[src/bsot_consts.vh]
`ifndef BSOT_CONSTS_VH
`define BSOT_CONSTS_VH
// ----------------------------------------
// register widths
// ----------------------------------------
`define BSOT_IR_W 8
`define BSOT_BSR_W 18
`define BSOT_BCR_W 2
// ----------------------------------------
// reset and capture values
// ----------------------------------------
`define BSOT_IR_RST 8'hFF
`define BSOT_IR_CAPT 8'h81
`define BSOT_BCR_RST 2'h2
// ----------------------------------------
// boundary cell positions
// ----------------------------------------
`define BSOT_CELL_OE 0
`define BSOT_CELL_DIR 1
`define BSOT_CELL_A 2
`define BSOT_CELL_B 10
// ----------------------------------------
// opcodes
// ----------------------------------------
`define BSOT_OP_EXTEST 8'h00
`define BSOT_OP_SAMPLE 8'h82
`define BSOT_OP_INTEST 8'h03
`define BSOT_OP_HIGHZ 8'h06
`define BSOT_OP_CLAMP 8'h07
`define BSOT_OP_RUNT 8'h09
`define BSOT_OP_BCRSEL 8'h0A
`define BSOT_OP_BYPASS 8'hFF
// ----------------------------------------
// boundary-control operations
// ----------------------------------------
`define BSOT_BC_TOGGLE 2'h0
`define BSOT_BC_OUTPUT_PATTERN_GENERATION 2'h1
`define BSOT_BC_INPUT_SIGNATURE_COMPACTION 2'h2
`endif

[src/bsot_transceiver.v]
// How it works
// - oe_n low: dir picks direction; else isolate
// - tap activity never disturbs normal data path
// - test mode drives pins from boundary cells
// - sample on tck rise, outputs change on fall
// - only sampled tms advances the tap states
// - tdi to tdo through ir or data register
// - instruction register is eight bits
// - boundary 18, control 2, bypass 1 bit
// - double-high tms level resets test logic
// - sample possible in normal mode; self-test is a test mode
// - standard, signature, pattern and toggle instructions
// - reset loads ir all ones, control 10
// - ir capture loads 10000001
// - tms high five clocks reaches reset state
`timescale 1ns/1ps
`include "bsot_consts.vh"
module bsot_transceiver (
  input wire clk_in,
  input wire rst_n_in,
  input wire tck_in,
  input wire tms_in,
  input wire tdi_in,
  input wire tms_double_high_in,
  input wire oe_n_in,
  input wire dir_in,
  input wire [7:0] a_side_lanes_in,
  input wire [7:0] b_side_lanes_in,
  output reg [7:0] a_side_lanes_out,
  output reg a_side_lanes_oe_n_out,
  output reg [7:0] b_side_lanes_out,
  output reg b_side_lanes_oe_n_out,
  output reg tdo_out,
  output reg tdo_oe_n_out
);
  localparam [3:0] TLR = 4'h0;
  localparam [3:0] RTI = 4'h1;
  localparam [3:0] SEL_DR = 4'h2;
  localparam [3:0] CAP_DR = 4'h3;
  localparam [3:0] SH_DR = 4'h4;
  localparam [3:0] EX1_DR = 4'h5;
  localparam [3:0] PAU_DR = 4'h6;
  localparam [3:0] EX2_DR = 4'h7;
  localparam [3:0] UPD_DR = 4'h8;
  localparam [3:0] SEL_IR = 4'h9;
  localparam [3:0] CAP_IR = 4'hA;
  localparam [3:0] SH_IR = 4'hB;
  localparam [3:0] EX1_IR = 4'hC;
  localparam [3:0] PAU_IR = 4'hD;
  localparam [3:0] EX2_IR = 4'hE;
  localparam [3:0] UPD_IR = 4'hF;
  localparam NS = 22;

  // ----------------------------------------
  // input synchronisers
  // ----------------------------------------
  wire [NS-1:0] raw;
  reg [NS-1:0] s1;
  reg [NS-1:0] s2;
  reg tck_d;
  assign raw = {tck_in, tms_in, tdi_in, tms_double_high_in, oe_n_in, dir_in,
                a_side_lanes_in, b_side_lanes_in};
  always @(posedge clk_in or negedge rst_n_in)
  begin
    if (!rst_n_in)
    begin
      s1 <= {NS{1'b1}};
      s2 <= {NS{1'b1}};
      tck_d <= 1'b1;
    end
    else
    begin
      s1 <= raw;
      s2 <= s1;
      tck_d <= s2[21];
    end
  end
  wire tck_s = s2[21];
  wire tms_s = s2[20];
  wire tdi_s = s2[19];
  wire dh_s = s2[18];
  wire oe_n_s = s2[17];
  wire dir_s = s2[16];
  wire [7:0] a_s = s2[15:8];
  wire [7:0] b_s = s2[7:0];
  wire rise = tck_s & ~tck_d;
  wire fall = ~tck_s & tck_d;

  // ----------------------------------------
  // tap state machine
  // ----------------------------------------
  reg [3:0] state;
  reg [3:0] next_state;
  always @*
  begin
    next_state = state;
    case (state)
      TLR: next_state = tms_s ? TLR : RTI;
      RTI: next_state = tms_s ? SEL_DR : RTI;
      SEL_DR: next_state = tms_s ? SEL_IR : CAP_DR;
      CAP_DR: next_state = tms_s ? EX1_DR : SH_DR;
      SH_DR: next_state = tms_s ? EX1_DR : SH_DR;
      EX1_DR: next_state = tms_s ? UPD_DR : PAU_DR;
      PAU_DR: next_state = tms_s ? EX2_DR : PAU_DR;
      EX2_DR: next_state = tms_s ? UPD_DR : SH_DR;
      UPD_DR: next_state = tms_s ? SEL_DR : RTI;
      SEL_IR: next_state = tms_s ? TLR : CAP_IR;
      CAP_IR: next_state = tms_s ? EX1_IR : SH_IR;
      SH_IR: next_state = tms_s ? EX1_IR : SH_IR;
      EX1_IR: next_state = tms_s ? UPD_IR : PAU_IR;
      PAU_IR: next_state = tms_s ? EX2_IR : PAU_IR;
      EX2_IR: next_state = tms_s ? UPD_IR : SH_IR;
      default: next_state = tms_s ? SEL_DR : RTI;
    endcase
  end

  // ----------------------------------------
  // instruction decode
  // ----------------------------------------
  reg [7:0] ir;
  reg [7:0] ir_sh;
  function is_test;
    input [7:0] op;
    begin
      is_test = (op == `BSOT_OP_EXTEST) || (op == `BSOT_OP_INTEST) ||
                (op == `BSOT_OP_HIGHZ) || (op == `BSOT_OP_CLAMP) ||
                (op == `BSOT_OP_RUNT);
    end
  endfunction
  wire test_mode = is_test(ir);
  wire sel_bsr = (ir == `BSOT_OP_EXTEST) || (ir == `BSOT_OP_SAMPLE) ||
                 (ir == `BSOT_OP_INTEST);
  wire sel_bcr = (ir == `BSOT_OP_BCRSEL);

  // ----------------------------------------
  // signature and pattern step
  // ----------------------------------------
  function [15:0] lfsr;
    input [15:0] v;
    begin
      lfsr = {v[14:0], v[15] ^ v[13] ^ v[12] ^ v[10]};
    end
  endfunction

  // ----------------------------------------
  // test registers
  // ----------------------------------------
  reg [17:0] bsr_sh;
  reg [17:0] bsr_upd;
  reg [1:0] bcr_sh;
  reg [1:0] bcr;
  reg byp;
  wire [17:0] pins = {b_s, a_s, dir_s, oe_n_s};
  wire [15:0] outs = bsr_upd[17:2];
  always @(posedge clk_in or negedge rst_n_in)
  begin
    if (!rst_n_in)
    begin
      state <= TLR;
      ir <= `BSOT_IR_RST;
      ir_sh <= `BSOT_IR_RST;
      bsr_sh <= 18'h0_0000;
      bsr_upd <= 18'h0_0000;
      bcr_sh <= `BSOT_BCR_RST;
      bcr <= `BSOT_BCR_RST;
      byp <= 1'b0;
      tdo_out <= 1'b1;
      tdo_oe_n_out <= 1'b1;
    end
    else if (dh_s)
    begin
      state <= TLR;
      ir <= `BSOT_IR_RST;
      bcr <= `BSOT_BCR_RST;
      tdo_oe_n_out <= 1'b1;
    end
    else
    begin
      if (rise)
      begin
        state <= next_state;
        case (state)
          CAP_IR: ir_sh <= `BSOT_IR_CAPT;
          SH_IR: ir_sh <= {tdi_s, ir_sh[7:1]};
          CAP_DR:
          begin
            if (sel_bsr)
              bsr_sh <= pins;
            if (sel_bcr)
              bcr_sh <= bcr;
            byp <= 1'b0;
          end
          SH_DR:
          begin
            if (sel_bsr)
              bsr_sh <= {tdi_s, bsr_sh[17:1]};
            else if (sel_bcr)
              bcr_sh <= {tdi_s, bcr_sh[1]};
            else
              byp <= tdi_s;
          end
          default: byp <= byp;
        endcase
      end
      if (fall)
      begin
        if (state == TLR)
        begin
          ir <= `BSOT_IR_RST;
          bcr <= `BSOT_BCR_RST;
        end
        if (state == UPD_IR)
          ir <= ir_sh;
        if (state == UPD_DR && sel_bsr)
          bsr_upd <= bsr_sh;
        if (state == UPD_DR && sel_bcr)
          bcr <= bcr_sh;
        if (state == RTI && ir == `BSOT_OP_RUNT)
        begin
          case (bcr)
            `BSOT_BC_OUTPUT_PATTERN_GENERATION: bsr_upd[17:2] <= lfsr(outs);
            `BSOT_BC_TOGGLE: bsr_upd[17:2] <= ~outs;
            default: bsr_upd[17:2] <= lfsr(outs) ^ {b_s, a_s};
          endcase
        end
        if (state == SH_IR)
        begin
          tdo_out <= ir_sh[0];
          tdo_oe_n_out <= 1'b0;
        end
        else if (state == SH_DR)
        begin
          tdo_out <= sel_bsr ? bsr_sh[0] : (sel_bcr ? bcr_sh[0] : byp);
          tdo_oe_n_out <= 1'b0;
        end
        else
          tdo_oe_n_out <= 1'b1;
      end
    end
  end

  // ----------------------------------------
  // lane drivers
  // ----------------------------------------
  reg ctl_oe_n;
  reg ctl_dir;
  always @*
  begin
    ctl_oe_n = test_mode ? bsr_upd[`BSOT_CELL_OE] : oe_n_s;
    ctl_dir = test_mode ? bsr_upd[`BSOT_CELL_DIR] : dir_s;
  end
  always @(posedge clk_in or negedge rst_n_in)
  begin
    if (!rst_n_in)
    begin
      a_side_lanes_out <= 8'h00;
      b_side_lanes_out <= 8'h00;
      a_side_lanes_oe_n_out <= 1'b1;
      b_side_lanes_oe_n_out <= 1'b1;
    end
    else if (test_mode)
    begin
      a_side_lanes_out <= bsr_upd[9:2];
      b_side_lanes_out <= bsr_upd[17:10];
      a_side_lanes_oe_n_out <= (ir == `BSOT_OP_HIGHZ) | ctl_oe_n | ctl_dir;
      b_side_lanes_oe_n_out <= (ir == `BSOT_OP_HIGHZ) | ctl_oe_n | ~ctl_dir;
    end
    else
    begin
      a_side_lanes_out <= b_s;
      b_side_lanes_out <= a_s;
      a_side_lanes_oe_n_out <= ctl_oe_n | ctl_dir;
      b_side_lanes_oe_n_out <= ctl_oe_n | ~ctl_dir;
    end
  end
endmodule // bsot_transceiver

[config.mk]
export PLATFORM = sky130hd
export DESIGN_NAME = bsot_transceiver
export DESIGN_NICKNAME = d
export VERILOG_FILES = /design/src/bsot_transceiver.v
export VERILOG_INCLUDE_DIRS = /design/src
export SDC_FILE = /design/constraint.sdc
export NUM_CORES = 1
export LEC_CHECK = 0
export BUFFER_PORTS_ARGS = -buffer_cell sky130_fd_sc_hd__buf_2
export CAP_MARGIN = 0
export CORE_ASPECT_RATIO = 0.6
export CORE_MARGIN = 5
export CORE_UTILIZATION = 50
export CTS_CLUSTER_SIZE = 20
export DETAILED_ROUTE_END_ITERATION = 10
export GPL_TIMING_DRIVEN = 0
export HOLD_SLACK_MARGIN = 0.1
export PLACE_DENSITY = 0.82
export SLEW_MARGIN = 20
export SYNTH_ARGS = -nofsm -noshare
export SYNTH_HDL_FRONTEND = slang
export SYNTH_SLANG_ARGS = --single-unit
[constraint.sdc]
create_clock -name clk_in -period 1.98 [get_ports clk_in]
set_input_delay 0.396 -clock clk_in [delete_from_list [all_inputs] [get_ports clk_in]]
set_output_delay 0.396 -clock clk_in [all_outputs]
set_load 0.02 [all_outputs]
==> summary.txt <==
Final Critical Period: 1.94 ns
CP startpoint kind: flip-flop
Post-synth ARST share: 100%
P_leak: 3.23 nW
DR vias/cell: 5.77
I/O pins: 44
P&R area growth vs syn: 29.2%
FILL cells: 812
critical path endpoint category: flip-flop
max frequency: 0.515 GHz
Max-Cap Viols: 0
HPWL Detailed: 9.33 mm
post-route clock period utilization: 98.1%
vias post-DR: 4548
first-pass GRT wire length: 23.7 mm
Setup Skew: 0.00554 ns
First-pass DRT Iterations: 5
area share of fa/ha/maj cells after synthesis: 0%
number of enable flip-flop cells after synthesis: 0
Most used DFF post-synth: dfstp_2
TritonCTS clock tree: yes
# rows: 30
#FFs+latches synth: 126
Synth Net Count: 552
n_diodes: 0
launching point of the worst reg2reg path: tck_d
Initial Util: 50.5%
register area share after synthesis: 57.5%
crit path to: bsr_upd[16]
largest net degree at the start of global routing: 82
Post-Synth XOR/XNOR Area: 3.11%
final net count: 655
worst vdd ir: 0.547 mV
RSZ-0062 raised after global routing: true
Post-Syn Area per Cell: 10.7 sq um
arrival time worst endpoint: 2.24 ns
CTS Buffer Depth: 2
Multi-input gate area: 0.00236 sq mm
Synth Instances: 528
CTS root buffer: clkbuf_16
internal reg-to-reg setup slack: 0.04 ns
minimum hold slack: 0.352 ns
DRC viols: 0
area of the core: 0.0111 sq mm
yosys warns: 0
simple-gate portion of the synthesized area: 15.3%
main combinational cell family by area after synthesis: simple AND/OR/NAND/NOR gates
clk sinks: 126
R2R cell count: 7
Routed WL: 14.8 mm
Worst R2R End: bsr_upd[16]
CTS H-tree lvls: 4
PortBufs: 43
DRT iter0 DRCs: 595
synthesized area: 0.00563 sq mm
Synth Area in Compound Gates: 13.5%
Crit Path Category: flip-flop to flip-flop
initial antenna violation count: 0
synth unique cells: 51
register clock-pin slew on the reported worst setup and hold paths: 0.06 ns
wire per inst: 18.8 um
Final Power: 6.17 mW
Max FO, Critical Path: 10
HP Class: flip-flop to flip-flop
Final Slew Violations: 0
vias in the first global route: 4448
CP startpoint: tck_d
Final TNS setup: 0 ns
remaining antenna violation count after routing: 0
die area: 0.0135 sq mm
global-route usage over all layers: 22.5%
GRT Residual Overflow: 0
multiplexer share of the synthesized area: 7.16%
Fin. Hold Viols: 0
status: finished clean
Die Span Y: 92.2 um
Required @ worst endpoint: 2.28 ns
Worst Tran Pin Value: 0.583 ns
CTS buffer count: 17
share of layout cells above drive strength 1: 36.8%
Final setup violation count: 0
Power Dens Cells: 849 mW/mm^2
Seq. cell area: 0.00324 sq mm
gp weighted congestion: 0.922
clk_lat worst skew: 0.42 ns
worst rel slew slack: 60.9%
Die X-Extent: 147 um
==> metal layers <==
layer	share of wire, %	wire length (um)	track usage, %	vias to the layer above
met5	0	0	0	-
met1	46	6900	33.5	2254
met4	1.2	172	6.82	0
met3	9.4	1390	7.36	21
li1	-	-	-	2054
met2	43	6380	31.3	219
==> synthesized netlist by cell type (all sizes together) (13+ instances only) <==
cell    instances  share of area, %
a21oi          43               4.6
buf            13               1.6
clkbuf         18               1.2
dfrtp          59                26
dfstp          67                31
mux2           18               3.6
mux2i          20               3.6
nand2          61               4.1
nand3          24               2.1
nor2           53               3.7
o211ai         16               2.1
o21ai          41               3.6
xnor2          14               2.2
==> power by group <==
part           internal [mW]  total (mW)  switching (mW)
combinational          0.136       0.326           0.191
sequential              2.69        2.74          0.0472
clock                   1.87        3.11            1.24
total                   4.70        6.17            1.48
==> cells by family after synthesis <==
kind of cell	after synthesis
AO/OA/AOI/OAI	122
XOR/XNOR	20
buffers and inverters	41
flip-flops	126
multiplexers	38
AND/OR/NAND/NOR	181
==> layout make-up <==
cell class	count	area share [%]
Clock inverter	14	2.22
Buffer	28	2.56
Multi-Input combinational cell	361	32.5
Timing Repair Buffer	87	9.26
Clock buffer	18	5.90
Tap cell	144	2.48
Sequential cell	126	44.6
Inverter	10	0.516
==> worst max-delay path: stages (launching register included) <==
cell	delay, ns
dfstp_2	0.55
nor3b_4	0.26
nand3_2	0.16
or3_1	0.36
buf_6	0.17
buf_6	0.15
nand3_1	0.09
o211ai_1	0.08
==> what timing repair did <==
action / in CTS / in global routing
hold buffers: 23 / 0
cloned: 1 / 0
gates resized for setup: 30 / 36
pin swaps: 6 / 9
endpoints found under the setup margin: 68 / 61
endpoints found under the hold margin: 43 / 0
buffers inserted: 9 / 10
==> stage by stage <==
step                      area (sq um)  setup slack (ns)  utilization [%]  std cells
final                             7270            0.0381             65.2        788
after global routing              7270           -0.0588             65.2        788
after global placement            6030            -0.971             54.1        715
after CTS                         7110            -0.105             63.7        779
after detailed placement          6060            -0.601             54.4        716
after floorplan                   5640            0.0301                -        528
==> registers in the layout, indices dropped and copies added, names as in the netlist <==
register / count
s1: 22
b_side_lanes_out: 8
bsr_sh: 18
tdo_oe_n_out: 1
bcr_sh: 2
tck_d: 1
s2: 22
a_side_lanes_oe_n_out: 1
ir_sh: 8
b_side_lanes_oe_n_out: 1
tdo_out: 1
byp: 1
bcr: 2
a_side_lanes_out: 8
state: 4
ir: 8
bsr_upd: 18
==> cells in the final DEF, fill, tap and decap left out, drive strengths merged, types with 16 or more instances in the layout <==
master,synthesis,final
nand2,61,61
dfstp,67,67
mux2i,20,20
clkbuf,18,34
nand3,24,24
nor2,53,53
dfrtp,59,59
mux2,18,18
buf,13,76
o211ai,16,16
a21oi,43,43
o21ai,41,41
dlygate4sd3,0,23
==> worst min path at each step <==
stage / slack (ns) / cells after the start / start / to
final: 0.35 / 0 / s1[18] / s2[18]
after global routing: 0.36 / 0 / s1[4] / s2[4]
after CTS: 0.35 / 0 / s1[18] / s2[18]
after detailed placement: 0.35 / 1 / rst_n_in / a_side_lanes_out[7]
after global placement: 0.35 / 0 / s1[2] / s2[2]
after floorplan: 0.10 / 0 / rst_n_in / a_side_lanes_out[0]
(Power assumes the default switching activity.)
